[config.mk]
export PLATFORM = sky130hd
export DESIGN_NAME = eta_event_timer
export DESIGN_NICKNAME = d
export VERILOG_FILES = /design/src/eta_pkg.sv /design/src/eta_event_timer.sv
export SDC_FILE = /design/constraint.sdc
export NUM_CORES = 2
export LEC_CHECK = 0
export BUFFER_PORTS_ARGS = -buffer_cell sky130_fd_sc_hd__buf_2
export CAP_MARGIN = 20
export CORE_AREA = 2 2 345 278
export CTS_BUF_LIST = sky130_fd_sc_hd__clkbuf_4 sky130_fd_sc_hd__clkbuf_8
export DETAILED_ROUTE_END_ITERATION = 8
export DIE_AREA = 0 0 347 280
export GPL_TIMING_DRIVEN = 0
export PLACE_DENSITY = 0.57
export SYNTH_ARGS = -nofsm -noshare
export SYNTH_HDL_FRONTEND = slang
export SYNTH_SLANG_ARGS = --single-unit
[constraint.sdc]
create_clock -name sys_clk -period 4.1 [get_ports sys_clk]
set_clock_uncertainty 0.05 [all_clocks]
set_input_delay 0.41 -clock sys_clk [delete_from_list [all_inputs] [get_ports sys_clk]]
set_output_delay 0.41 -clock sys_clk [all_outputs]
set_load 0.005 [all_outputs]
[src/eta_pkg.sv]
// constants, register map and control field layouts for the event timer array
package eta_pkg;
  localparam int CNT_W     = 16;
  localparam int NUM_CAP   = 10;
  localparam int NUM_CH    = 12;
  localparam int NUM_TMR   = 2;
  localparam int ADDR_W    = 8;

  // byte addresses, one 32-bit word each
  localparam logic [7:0] ADR_TMR_CTL0  = 8'h00;
  localparam logic [7:0] ADR_TMR_CTL1  = 8'h04;
  localparam logic [7:0] ADR_TMR_VAL0  = 8'h08;
  localparam logic [7:0] ADR_TMR_VAL1  = 8'h0C;
  localparam logic [7:0] ADR_PEND      = 8'h10;
  localparam logic [7:0] ADR_OVR_PEND  = 8'h14;
  localparam logic [7:0] ADR_OVR_MASK  = 8'h18;
  localparam logic [7:0] ADR_CH_CTL    = 8'h40;
  localparam logic [7:0] ADR_CH_TIME   = 8'h80;
  localparam logic [7:0] ADR_BLK_MASK  = 8'hC0;

  // pending word: channel events in 11:0, counter overflows in 13:12
  localparam int PEND_OVF_LSB = 12;

  localparam logic [15:0] OVF_UP_FROM   = 16'hFFFE;
  localparam logic [15:0] OVF_DOWN_FROM = 16'h0001;
  localparam logic [15:0] CNT_RESET     = 16'h0000;

  // compare actions; in capture mode the same field selects edges
  localparam logic [1:0] ACT_NONE   = 2'h0;
  localparam logic [1:0] ACT_SET    = 2'h1;
  localparam logic [1:0] ACT_CLEAR  = 2'h2;
  localparam logic [1:0] ACT_TOGGLE = 2'h3;

  typedef struct packed {
    logic cascadeDirFromFirst;
    logic cascade;
    logic quadrature;
    logic extDirection;
    logic extClock;
    logic countUp;
    logic enable;
  } eta_timer_ctl_type;

  typedef struct packed {
    logic       startConversion;
    logic       resetOther;
    logic       resetOwn;
    logic [1:0] action;
    logic       reenable;
    logic       compareMode;
    logic       timerSel;
    logic       overwrite;
  } eta_chan_ctl_type;

  localparam int TCTL_W = $bits(eta_timer_ctl_type);
  localparam int CCTL_W = $bits(eta_chan_ctl_type);
  localparam logic [TCTL_W-1:0] TCTL_RESET = 7'h00;
  localparam logic [CCTL_W-1:0] CCTL_RESET = 9'h000;
endpackage : eta_pkg

[src/eta_event_timer.sv]
// two up/down counters with ten capture/compare and two compare-only channels
`timescale 1ns/1ps

module eta_event_timer (
  // clock and reset
  input  wire logic                        sys_clk,
  input  wire logic                        rst,
  // register bus
  input  wire logic [eta_pkg::ADDR_W-1:0]  avs_address,
  input  wire logic                        avs_read,
  input  wire logic                        avs_write,
  input  wire logic [31:0]                 avs_writedata,
  input  wire logic [3:0]                  avs_byteenable,
  output logic [31:0]                      avs_readdata,
  output logic                             avs_waitrequest,
  // counter pins
  input  wire logic [1:0]                  counterExtClockPin,
  input  wire logic [1:0]                  counterExtDirectionPin,
  // channel pins
  input  wire logic [9:0]                  chPinIn,
  output logic [9:0]                       chPinOut,
  output logic [9:0]                       chPinOe,
  // events to the rest of the chip
  output logic                             conversionStart,
  output logic                             overrunIrq
);
  typedef struct packed {
    logic                                          phase;
    logic [1:0][15:0]                              cnt;
    logic [1:0]                                    changed;
    logic [1:0][eta_pkg::TCTL_W-1:0]               tctl;
    logic [1:0][1:0]                               qPrev;
    logic [1:0][1:0]                               qCur;
    logic [9:0]                                    chPrev;
    logic [eta_pkg::NUM_CH-1:0][eta_pkg::CCTL_W-1:0] chCtl;
    logic [eta_pkg::NUM_CH-1:0][15:0]              chTime;
    logic [9:0][15:0]                              capBuf;
    logic [9:0]                                    bufFull;
    logic [9:0]                                    timeFull;
    logic [eta_pkg::NUM_CH-1:0]                    armed;
    logic [eta_pkg::NUM_CH-1:0]                    chPend;
    logic [1:0]                                    ovfPend;
    logic [9:0]                                    ovrPend;
    logic [9:0]                                    ovrMask;
    logic [9:0]                                    pinOut;
    logic [9:0]                                    pinOe;
    logic                                          convStart;
    logic                                          ovrIrq;
    logic                                          waitReq;
    logic [31:0]                                   readData;
  } eta_state_type;

  eta_state_type                 s;
  eta_state_type                 next_s;
  eta_pkg::eta_timer_ctl_type    tc;
  eta_pkg::eta_chan_ctl_type     cc;
  logic                          accept;
  logic                          rdEn;
  logic                          wrEn;
  logic [7:0]                    wordAdr;
  logic [3:0]                    chIdx;
  logic [31:0]                   rdVal;
  logic [1:0]                    ovfEv;
  logic [1:0]                    dirEff;
  logic [1:0]                    rstReq;
  logic                          stepEn;
  logic                          stepUp;
  logic                          xNow;
  logic                          xOld;
  logic                          yNow;
  logic                          yOld;
  logic                          inc;
  logic                          dec;
  logic                          edgeHit;
  logic [15:0]                   selCnt;
  logic [3:0]                    pinIdx;

  always_comb begin
    next_s  = s;
    tc      = '0;
    cc      = '0;
    ovfEv   = '0;
    dirEff  = '0;
    rstReq  = '0;
    stepEn  = 1'b0;
    stepUp  = 1'b0;
    xNow    = 1'b0;
    xOld    = 1'b0;
    yNow    = 1'b0;
    yOld    = 1'b0;
    inc     = 1'b0;
    dec     = 1'b0;
    edgeHit = 1'b0;
    selCnt  = '0;
    pinIdx  = '0;
    rdVal   = '0;
    next_s.phase     = ~s.phase;
    next_s.changed   = '0;
    next_s.convStart = 1'b0;
    next_s.waitReq   = 1'b1;
    next_s.chPrev    = chPinIn;

    // bus: one wait cycle, then a single answer cycle
    accept  = (avs_read | avs_write) & s.waitReq;
    rdEn    = accept & avs_read;
    wrEn    = accept & avs_write & (|avs_byteenable);
    wordAdr = avs_address & eta_pkg::ADR_BLK_MASK;
    chIdx   = 4'(avs_address[5:2]);
    if (accept) begin
      next_s.waitReq = 1'b0;
    end
    unique case (wordAdr)
      eta_pkg::ADR_CH_CTL: begin
        if (chIdx < 4'(eta_pkg::NUM_CH)) begin
          rdVal = 32'(s.chCtl[chIdx]);
        end
      end
      eta_pkg::ADR_CH_TIME: begin
        if (chIdx < 4'(eta_pkg::NUM_CH)) begin
          rdVal = 32'(s.chTime[chIdx]);
        end
      end
      8'h00: begin
        unique case (avs_address)
          eta_pkg::ADR_TMR_CTL0: rdVal = 32'(s.tctl[0]);
          eta_pkg::ADR_TMR_CTL1: rdVal = 32'(s.tctl[1]);
          eta_pkg::ADR_TMR_VAL0: rdVal = 32'(s.cnt[0]);
          eta_pkg::ADR_TMR_VAL1: rdVal = 32'(s.cnt[1]);
          eta_pkg::ADR_PEND:     rdVal = 32'({s.ovfPend, s.chPend});
          eta_pkg::ADR_OVR_PEND: rdVal = 32'(s.ovrPend);
          eta_pkg::ADR_OVR_MASK: rdVal = 32'(s.ovrMask);
          default:               rdVal = '0;
        endcase
      end
      default: rdVal = '0;
    endcase
    if (rdEn) begin
      next_s.readData = rdVal;
    end

    // read of a capture time register pulls the buffer up
    if (rdEn && wordAdr == eta_pkg::ADR_CH_TIME && chIdx < 4'(eta_pkg::NUM_CAP)) begin
      if (s.bufFull[chIdx]) begin
        next_s.chTime[chIdx]  = s.capBuf[chIdx];
        next_s.bufFull[chIdx] = 1'b0;
        next_s.chPend[chIdx]  = 1'b1;
      end else begin
        next_s.timeFull[chIdx] = 1'b0;
      end
    end

    // register writes, pending bits write-one-to-clear, before any hardware set so the set wins
    if (wrEn) begin
      unique case (wordAdr)
        eta_pkg::ADR_CH_CTL: begin
          if (chIdx < 4'(eta_pkg::NUM_CH)) begin
            next_s.chCtl[chIdx] = avs_writedata[eta_pkg::CCTL_W-1:0];
          end
        end
        eta_pkg::ADR_CH_TIME: begin
          if (chIdx < 4'(eta_pkg::NUM_CH)) begin
            next_s.chTime[chIdx] = avs_writedata[15:0];
            next_s.armed[chIdx]  = 1'b1;
          end
        end
        8'h00: begin
          unique case (avs_address)
            eta_pkg::ADR_TMR_CTL0: next_s.tctl[0] = avs_writedata[eta_pkg::TCTL_W-1:0];
            eta_pkg::ADR_TMR_CTL1: next_s.tctl[1] = avs_writedata[eta_pkg::TCTL_W-1:0];
            eta_pkg::ADR_PEND: begin
              next_s.chPend  = s.chPend & ~avs_writedata[eta_pkg::NUM_CH-1:0];
              next_s.ovfPend = s.ovfPend & ~avs_writedata[eta_pkg::PEND_OVF_LSB +: 2];
            end
            eta_pkg::ADR_OVR_PEND: next_s.ovrPend = s.ovrPend & ~avs_writedata[9:0];
            eta_pkg::ADR_OVR_MASK: next_s.ovrMask = avs_writedata[9:0];
            default: ;
          endcase
        end
        default: ;
      endcase
    end

    // channels act on the count as it stands this cycle
    for (int i = 0; i < eta_pkg::NUM_CH; i++) begin
      cc     = eta_pkg::eta_chan_ctl_type'(s.chCtl[i]);
      selCnt = s.cnt[cc.timerSel];
      pinIdx = (i >= eta_pkg::NUM_CAP) ? 4'(i - 2) : 4'(i);
      if (cc.compareMode || i >= eta_pkg::NUM_CAP) begin
        if (s.changed[cc.timerSel] && s.armed[i] && selCnt == s.chTime[i]) begin
          next_s.armed[i]  = cc.reenable;
          next_s.chPend[i] = 1'b1;
          if (cc.startConversion) begin
            next_s.convStart = 1'b1;
          end
          if (cc.resetOwn) begin
            rstReq[cc.timerSel] = 1'b1;
          end
          if (cc.resetOther) begin
            rstReq[~cc.timerSel] = 1'b1;
          end
          unique case (cc.action)
            eta_pkg::ACT_SET:    next_s.pinOut[pinIdx] = 1'b1;
            eta_pkg::ACT_CLEAR:  next_s.pinOut[pinIdx] = 1'b0;
            eta_pkg::ACT_TOGGLE: next_s.pinOut[pinIdx] = ~next_s.pinOut[pinIdx];
            eta_pkg::ACT_NONE:   ;
          endcase
        end
      end else begin
        edgeHit = (cc.action[0] & ~s.chPrev[i] & chPinIn[i])
                | (cc.action[1] & s.chPrev[i] & ~chPinIn[i]);
        if (edgeHit) begin
          if (!next_s.timeFull[i]) begin
            next_s.chTime[i]   = selCnt;
            next_s.timeFull[i] = 1'b1;
            next_s.chPend[i]   = 1'b1;
          end else if (!next_s.bufFull[i]) begin
            next_s.capBuf[i]  = selCnt;
            next_s.bufFull[i] = 1'b1;
          end else begin
            next_s.ovrPend[i] = 1'b1;
            if (cc.overwrite) begin
              next_s.capBuf[i] = selCnt;
            end
          end
          if (!(next_s.timeFull[i] && s.bufFull[i] && !cc.overwrite && s.timeFull[i])) begin
            if (cc.startConversion) begin
              next_s.convStart = 1'b1;
            end
            if (cc.resetOther) begin
              rstReq[~cc.timerSel] = 1'b1;
            end
          end
        end
      end
    end

    // counters: pins sampled on phase one, stepping on phase two
    for (int t = 0; t < eta_pkg::NUM_TMR; t++) begin
      tc   = eta_pkg::eta_timer_ctl_type'(s.tctl[t]);
      xNow = s.qCur[t][0];
      xOld = s.qPrev[t][0];
      yNow = s.qCur[t][1];
      yOld = s.qPrev[t][1];
      dirEff[t] = tc.extDirection ? yNow : tc.countUp;
      if (!s.phase) begin
        next_s.qPrev[t] = s.qCur[t];
        next_s.qCur[t]  = {counterExtDirectionPin[t], counterExtClockPin[t]};
        stepEn = 1'b0;
      end else if (tc.quadrature) begin
        dec = (xOld & ~xNow & ~yNow) | (~xOld & xNow & yNow)
            | (~yOld & yNow & ~xNow) | (yOld & ~yNow & xNow);
        inc = (~xOld & xNow & ~yNow) | (xOld & ~xNow & yNow)
            | (~yOld & yNow & xNow) | (yOld & ~yNow & ~xNow);
        stepEn = inc | dec;
        stepUp = inc;
      end else if (t == 1 && tc.cascade) begin
        stepEn = ovfEv[0];
        stepUp = tc.cascadeDirFromFirst ? dirEff[0] : tc.countUp;
      end else begin
        stepEn = tc.extClock ? (~xOld & xNow) : 1'b1;
        stepUp = dirEff[t];
      end
      stepEn = stepEn & tc.enable & s.phase;
      if (rstReq[t]) begin
        next_s.cnt[t]     = eta_pkg::CNT_RESET;
        next_s.changed[t] = 1'b1;
      end else if (stepEn) begin
        next_s.cnt[t]     = stepUp ? s.cnt[t] + 16'h0001 : s.cnt[t] - 16'h0001;
        next_s.changed[t] = 1'b1;
        if ((stepUp && s.cnt[t] == eta_pkg::OVF_UP_FROM)
            || (!stepUp && s.cnt[t] == eta_pkg::OVF_DOWN_FROM)) begin
          next_s.ovfPend[t] = 1'b1;
          ovfEv[t]          = 1'b1;
        end
      end
    end

    // counter value writes override stepping
    if (wrEn && avs_address == eta_pkg::ADR_TMR_VAL0) begin
      next_s.cnt[0] = avs_writedata[15:0];
    end
    if (wrEn && avs_address == eta_pkg::ADR_TMR_VAL1) begin
      next_s.cnt[1] = avs_writedata[15:0];
    end

    // pin drive: compare channel or its compare-only partner
    for (int p = 0; p < eta_pkg::NUM_CAP; p++) begin
      cc = eta_pkg::eta_chan_ctl_type'(next_s.chCtl[p]);
      next_s.pinOe[p] = cc.compareMode;
    end
    for (int k = eta_pkg::NUM_CAP; k < eta_pkg::NUM_CH; k++) begin
      cc = eta_pkg::eta_chan_ctl_type'(next_s.chCtl[k]);
      if (cc.action != eta_pkg::ACT_NONE) begin
        next_s.pinOe[k - 2] = 1'b1;
      end
    end
    next_s.ovrIrq = |(next_s.ovrPend & next_s.ovrMask);
  end

  always_ff @(posedge sys_clk) begin
    if (rst) begin
      s         <= '0;
      s.waitReq <= 1'b1;
    end else begin
      s <= next_s;
    end
  end

  assign avs_readdata    = s.readData;
  assign avs_waitrequest = s.waitReq;
  assign chPinOut        = s.pinOut;
  assign chPinOe         = s.pinOe;
  assign conversionStart = s.convStart;
  assign overrunIrq      = s.ovrIrq;
endmodule : eta_event_timer

# Word level (Yosys, flattened, before mapping)
# Index checks and enable logic that the tools add are counted.
op_classes:
  mux: 569
  order_cmp: 52
  n_addsub: 4
  reduce_logical: 146
  n_eq_ne: 70
  bitwise_logic: 204
ops:
  columns: ["operator", "count"]
  rows:
  - ["two-way mux 16 bit", 86]
  - ["two-way mux 192 bit", 4]
  - ["bitwise mux 192 bit", 2]
  - ["two-way mux 1 bit", 315]
  - ["two-way mux 297 bit", 1]
  - ["two-way mux 105 bit", 2]
  - ["two-way mux 2 bit", 98]
  - ["== test 16 bit", 12]
  - ["binary-select mux 16 bit (select 4 bit)", 2]
  - ["one-hot mux 16 bit (7 select lines)", 1]
  - ["bitwise mux 108 bit", 1]
  - ["one-hot mux 32 bit (3 select lines)", 1]
  - ["logical AND 1 bit", 87]
  - ["bitwise AND 1 bit", 72]
  - ["demux 16 bit (select 4 bit)", 1]
  - ["bitwise OR 2 bit", 32]
  - ["NOT 1 bit", 63]
  - ["== test 2 bit, second input constant", 25]
  - ["less-than comparator 1 x 2 -> 1 bit, second input constant", 24]
  - ["two-way mux 12 bit", 4]
  - ["two-way mux 46 bit", 1]
  - ["bitwise AND 10 bit", 4]
  - ["two-way mux 10 bit", 4]
  - ["AND reduction 4 bit", 10]
  - ["38 further kinds", 193]
totals:
  elab_cells: 1125
  in_bits: 62
  out_inout_bits: 55
  regBits: 648

# Logic depth before layout (Yosys ltp)
depth:
  word_depth: 105
  depth_mapped: 14
  mapped_depth_nobuf: 10

# Least setup slack after synthesis
# No wires, ideal clock.
synth_timing:
  path_kind: "register -> register"
  from: "reg s[474] (netlist name)"
  to: "reg s[635] (netlist name)"
  stages_incl_launch_ff: 13
  required_ns: 3.933
  setup_slack_ns: 1.100
  t_arrival_ns: 2.833
  synth_period_minus_slack_ns: 3.000
  path_buffers: 2
  setup_time_ns: 0.117
  path_cell_list: "dfxtp_1 -> buf_2 -> mux2_2 -> xor2_1 -> nor4_1 -> nand4_1 -> o32ai_1 -> a2111oi_4 -> a311oi_2 -> buf_4 -> nor3_1 -> xor2_1 -> a22o_1"
synth_via:
  elab_chain_cells: 102
  word_cells_on_any_way: 157
  classes_between: "order compare (4); eq/ne (1); mux (112); bitwise (35); reduce/logical (5)"
synth_lines:
  columns: ["item", "line_no", "text"]
  rows:
  - ["start, declared", "eta_event_timer.sv:53", "eta_state_type s;"]
  - ["start signal, assigned", "eta_event_timer.sv:305", "s <= next_s;"]
  - ["less-than comparator 1 x 2 -> 1 bit (implied by the code) or greater-or-equal comparator 1 bit (tied branches)", "eta_event_timer.sv:196", "rstReq[cc.timerSel] = 1'b1;"]
  - ["logical AND 1 bit (implied by the code)", "eta_event_timer.sv:196", null]
  - ["two-way mux 1 bit (implied by the code)", "eta_event_timer.sv:196", null]
  - ["demux 1 bit (select 1 bit)", "eta_event_timer.sv:196", null]
  - ["two-way mux 2 bit", "eta_event_timer.sv:195", "if (cc.resetOwn) begin"]
  - ["two-way mux 2 bit", "eta_event_timer.sv:189", "if (s.changed[cc.timerSel] && s.armed[i] && selCnt == s.chTime[i]) begin"]
  - ["two-way mux 2 bit", "eta_event_timer.sv:188", "if (cc.compareMode || i >= eta_pkg::NUM_CAP) begin"]
  - ["bitwise OR 2 bit (no line)", null, null]
  - ["(+85 left out)", null, null]
  - ["two-way mux 2 bit", "eta_event_timer.sv:198", "if (cc.resetOther) begin"]
  - ["two-way mux 2 bit (*)", "eta_event_timer.sv:189", null]
  - ["two-way mux 1 bit", "eta_event_timer.sv:264", "if (rstReq[t]) begin"]
  - ["two-way mux 1 bit", "eta_event_timer.sv:256", "end else if (t == 1 && tc.cascade) begin"]
  - ["two-way mux 1 bit", "eta_event_timer.sv:249", "end else if (tc.quadrature) begin"]
  - ["two-way mux 1 bit", "eta_event_timer.sv:245", "if (!s.phase) begin"]
  - ["bitwise AND 1 bit (2 in a row)", "eta_event_timer.sv:263", "stepEn = stepEn & tc.enable & s.phase;"]
  - ["nonzero test 3 bit (no line)", null, null]
# Every way passes the cells marked *; elsewhere a longest branch is shown, timed or not. The select of a mux whose other input is x is not followed.
# A chain may end at the register's enable or synchronous reset.

# Worst setup path after layout
layout_timing:
  from: "in avs_address[3] (netlist name)"
  to: "reg s (netlist bit avs_readdata[11])"
layout_via:
  elab_chain_cells: 4
  word_cells_on_any_way: 13
  classes_between: "order compare (1); eq/ne (6); mux (5); reduce/logical (1)"
layout_lines:
  columns: ["item", "line_no", "text"]
  rows:
  - ["start, declared", "eta_event_timer.sv:9", "input wire logic [eta_pkg::ADDR_W-1:0] avs_address,"]
  - ["binary-select mux 16 bit (select 4 bit)", "eta_event_timer.sv:120", "rdVal = 32'(s.chTime[chIdx]);"]
  - ["two-way mux 16 bit (implied by the code)", "eta_event_timer.sv:120", null]
  - ["two-way mux 16 bit", "eta_event_timer.sv:119", "if (chIdx < 4'(eta_pkg::NUM_CH)) begin"]
  - ["one-hot mux 32 bit (3 select lines) (*)", "eta_event_timer.sv:112", "unique case (wordAdr)"]
# Marked as above.

==> results.txt <==
----------------------------------------------------
[Run status]
  Run status ... finished, violations left
  Violations in the final reports ... setup timing

[Floorplan]
  Floorplan row count ... 101
  Overall die height ... 280 um
  Total die area ... 0.0972 mm^2
  Die boundary width ... 347 um
  Count of pins on the block boundary ... 117
  Total core area ... 0.0941 mm^2
  Initial core utilization ... 39.6%

[Yosys]
  Sequential area share after synthesis ... 33.5%
  Post-synthesis cell type with the largest combined area ... sky130_fd_sc_hd__dfxtp_1
  Number of synthesis warnings ... 0
  Gate Count Post-Synth ... 4416
  Main area contributors after synthesis ... sky130_fd_sc_hd__dfxtp_1 (34%), sky130_fd_sc_hd__mux2i_1 (11%), sky130_fd_sc_hd__nor2_1 (7.1%), sky130_fd_sc_hd__mux4_2 (6.6%), sky130_fd_sc_hd__a211oi_1 (5.1%)
  Most used flip-flop cell after synthesis ... sky130_fd_sc_hd__dfxtp_1
  Number of library cell types mapped by synthesis ... 84
  Number of enable flip-flop cells after synthesis ... 0
  Synthesized area divided by synthesized cell count ... 8.44 um^2
  Async SR Flop Fraction ... 0%
  Area share of the largest cell type after synthesis ... 33.5%
  FF+latch count, synth ... 624
  Netlist area before placement ... 0.0373 mm^2

[Clock network]
  CTS max path bufs ... 3
  CTS root buffer ... sky130_fd_sc_hd__clkbuf_8
  Clock transition at the registers of the reported paths ... 0.07 ns
  TritonCTS sink count ... 624
  Clk Latency, worst-skew pair ... 0.85 ns
  Number of buffers created by CTS ... 111
  Maximum level of the CTS H-tree ... 3
  CTS tree ... yes

[GRT]
  Via count of the first global-routing pass ... 37000
  Wire length of the first global-routing pass ... 319000 um
  Leftover overflow at the end of global routing ... 0
  Largest net degree at the start of global routing ... 15
  GRT Total Usage ... 48.2%
  Number of antenna violations at the first check in global routing ... 24

[Power and ir drop]
  Cell area power density ... 319 mW/mm^2
  Overall Power ... 14.0 mW
  IR drop worst, VDD ... 0.247 mV
  Leak Pwr ... 15.8 nW

[Setup path]
  Maximum fanout along the worst path ... 10
  Largest stage delay on the critical path ... 0.61 ns
  CP Cell Sequence ... buf_2, buf_2, buf_2, buf_1, clkbuf_2, buf_2, mux4_2, mux2i_1, o21ai_0, nand2_1, a31oi_1
  Data arrival time of the critical path ... 4.95 ns
  Launching element type of the critical path ... input pin
  Kind of critical path ... input pin to flip-flop
  Cell type of the slowest stage on the worst timing path ... sky130_fd_sc_hd__buf_2
  Family with the most delay on the worst path ... buffers and inverters
  Req. time, crit path ... 4.73 ns
  Most common cell on crit path ... sky130_fd_sc_hd__buf_2
  Element type at the critical path end ... flip-flop
  Worst Path Buf+Inv ... 6

[Detailed routing]
  Count of nets left with antenna violations after detail routing ... 0
  DRC violation count after routing ... 0
  Drt via density ... 6.81
  Routed via count ... 41200
  Routed len/inst ... 40.0 um
  First-pass iteration count of the detailed router ... 9
  Drt total wl ... 242000 um
  Iter 0 DRT Violations ... 7136

[Final layout]
  Final Util ... 46.5%
  Area growth syn-to-layout ... 17.5%
  Post-layout net count ... 4788
  Layout cell share with drive strength beyond 1 ... 18.4%

[STA]
  Highest Clock Rate ... 232 MHz
  Headroom to the max-slew limit ... 14.1%
  Portion of the clock cycle consumed by the worst path in the final layout ... 105%
  Count of final setup violators ... 72
  Final number of max-transition violations ... 0
  Hold Worst Slack ... 0.0165 ns
  Aggregate negative setup slack ... -4.98 ns
  Final hold vios ... 0
  Time the final worst path needs with I/O delays and setup ... 4.32 ns
  Final WS setup ... -0.219 ns
  Setup repair after global routing missed its margin ... true
  Slew at the pin closest to its max-slew limit ... 1.29 ns

[Worst hold path]
  Hold Crit Class ... input pin to flip-flop

[Placement]
  RePlAce Congestion ... 1.15
  Detailed placer's ending HPWL ... 188000 um
  Pre-CTS WS ... -1.67 ns
  IO buf count ... 77

[Job]
  Maximum capacitance violations ... 0

----------------------------------------------------
area by class of cell:
class | count | area, um^2
Clock buffer | 177 | 2260
Fill cell | 9488 | 50400
Timing Repair Buffer | 179 | 1650
Antenna cell | 17 | 42.5
Inverter | 30 | 113
Clock inverter | 18 | 180
Tap cell | 1236 | 1550
Sequential cell | 624 | 12500
Buffer | 452 | 2280
Multi-Input combinational cell | 3320 | 23200
cells in the final DEF, fill, tap and decap left out, types with 27 or more instances in the layout:
cell	n
sky130_fd_sc_hd__nor2_1	700
sky130_fd_sc_hd__dfxtp_1	611
sky130_fd_sc_hd__nand2_1	432
sky130_fd_sc_hd__mux2i_1	355
sky130_fd_sc_hd__a211oi_1	253
sky130_fd_sc_hd__clkbuf_1	241
sky130_fd_sc_hd__a21oi_1	211
sky130_fd_sc_hd__o21ai_0	181
sky130_fd_sc_hd__clkbuf_8	150
sky130_fd_sc_hd__buf_2	143
sky130_fd_sc_hd__xnor2_1	124
sky130_fd_sc_hd__mux4_2	109
sky130_fd_sc_hd__xor2_1	98
sky130_fd_sc_hd__buf_4	89
sky130_fd_sc_hd__mux2_2	88
sky130_fd_sc_hd__o311ai_0	72
sky130_fd_sc_hd__nor3_1	69
sky130_fd_sc_hd__nor4_1	61
sky130_fd_sc_hd__nand3_1	54
sky130_fd_sc_hd__clkbuf_4	50
sky130_fd_sc_hd__buf_8	48
sky130_fd_sc_hd__a22oi_1	36
sky130_fd_sc_hd__nand3b_1	34
sky130_fd_sc_hd__nand4_1	31
sky130_fd_sc_hd__inv_1	30
sky130_fd_sc_hd__mux2i_2	27
final timing paths:
check / cells past startpoint / from / to / slack [ns]
max: 11 / avs_address[3] / avs_readdata[11]$_SDFFE_PP0P_ / -0.22
min reg2reg: 2 / chPinOut[1]$_SDFFE_PP0P_ / chPinOut[1]$_SDFFE_PP0P_ / 0.42
min: 3 / avs_writedata[6] / s[61]$_SDFF_PP0_ / 0.02
max reg2reg: 12 / s[622]$_SDFFE_PP0P_ / s[617]$_SDFFE_PP0P_ / -0.15
where the power goes:
group	internal, mW	leakage, nW	switching [mW]	total (mW)
registers	6.10	5.04	0.0411	6.14
clock network	3.66	1.30	3.08	6.74
logic	0.281	9.45	0.803	1.08
synth_stat cells, types with 23 or more instances:
| cell | n |
|---|---|
| sky130_fd_sc_hd__nand4_1 | 31 |
| sky130_fd_sc_hd__o21ai_0 | 184 |
| sky130_fd_sc_hd__dfxtp_1 | 624 |
| sky130_fd_sc_hd__o311ai_0 | 72 |
| sky130_fd_sc_hd__nor2b_1 | 25 |
| sky130_fd_sc_hd__buf_2 | 88 |
| sky130_fd_sc_hd__nand2_1 | 433 |
| sky130_fd_sc_hd__inv_1 | 30 |
| sky130_fd_sc_hd__nor4_1 | 69 |
| sky130_fd_sc_hd__mux4_2 | 109 |
| sky130_fd_sc_hd__xor2_1 | 98 |
| sky130_fd_sc_hd__mux2i_1 | 398 |
| sky130_fd_sc_hd__buf_1 | 23 |
| sky130_fd_sc_hd__mux2_2 | 88 |
| sky130_fd_sc_hd__buf_4 | 63 |
| sky130_fd_sc_hd__xnor2_1 | 124 |
| sky130_fd_sc_hd__a22oi_1 | 36 |
| sky130_fd_sc_hd__nand3_1 | 58 |
| sky130_fd_sc_hd__a211oi_1 | 253 |
| sky130_fd_sc_hd__a21oi_1 | 211 |
| sky130_fd_sc_hd__nor3_1 | 74 |
| sky130_fd_sc_hd__nor2_1 | 707 |
| sky130_fd_sc_hd__clkbuf_1 | 276 |
| sky130_fd_sc_hd__nand3b_1 | 34 |
| sky130_fd_sc_hd__or3_1 | 27 |
layer usage:
metal | global-route usage (%) | routed length (um)
met5 | 0.896 | 194
met4 | 32.8 | 20100
met3 | 23.0 | 38800
met2 | 64.2 | 91900
met1 | 60.8 | 91200
worst reg2reg max path, stage by stage (launching register included):
cell and delay (ns):
sky130_fd_sc_hd__dfxtp_1 0.57, sky130_fd_sc_hd__clkbuf_2 0.31, sky130_fd_sc_hd__buf_8 0.24, sky130_fd_sc_hd__mux2i_4 0.15, sky130_fd_sc_hd__xnor2_1 0.34, sky130_fd_sc_hd__nor4_2 0.09, sky130_fd_sc_hd__nand4_1 0.54, sky130_fd_sc_hd__o32ai_4 0.25
sky130_fd_sc_hd__a2111oi_4 0.37, sky130_fd_sc_hd__buf_4 0.19, sky130_fd_sc_hd__nand2_1 0.17, sky130_fd_sc_hd__or3_1 0.43, sky130_fd_sc_hd__a21oi_1 0.40
repair_timing:
item | CTS | global route
pin swaps | 9 | 6
endpoints found under the hold margin | 26 | 0
buffers inserted | 8 | 5
setup endpoints to repair | 83 | 168
gates resized for setup | 88 | 110
hold buffers | 21 | 0
metrics by stage:
| stage | area (um^2) | cells |
|---|---|---|
| final | 43800 | 6053 |
| after global routing | 43800 | 6041 |
| after CTS | 43300 | 6027 |
| after global placement | 39200 | 5744 |
| after floorplan | 37300 | 4431 |
| after detailed placement | 40200 | 5807 |
state kept, by name, indices dropped and copies added, names as in the netlist:
name and count:
tc 7, conversionStart 1, chPinOe 10, avs_readdata 16
chPinOut 10, overrunIrq 1, avs_waitrequest 1, s 578
kinds of logic (layout without fill, tap and decap cells):
| group | count (synthesis) | after routing | synth area share [%] |
|---|---|---|---|
| DFF | 624 | 624 | 33.5 |
| xor gates and xnor gates | 222 | 222 | 5.22 |
| adders and majority gates | 8 | 8 | 0.269 |
| AOI/OAI and AO/OA | 929 | 929 | 16.6 |
| buffers and inverters | 487 | 856 | 5.99 |
| other | 1 | 33 | 0.0101 |
| muxes | 601 | 601 | 20.2 |
| and+or+nand+nor | 1544 | 1544 | 18.2 |
Note: power is estimated with default switching activity, not from simulation.
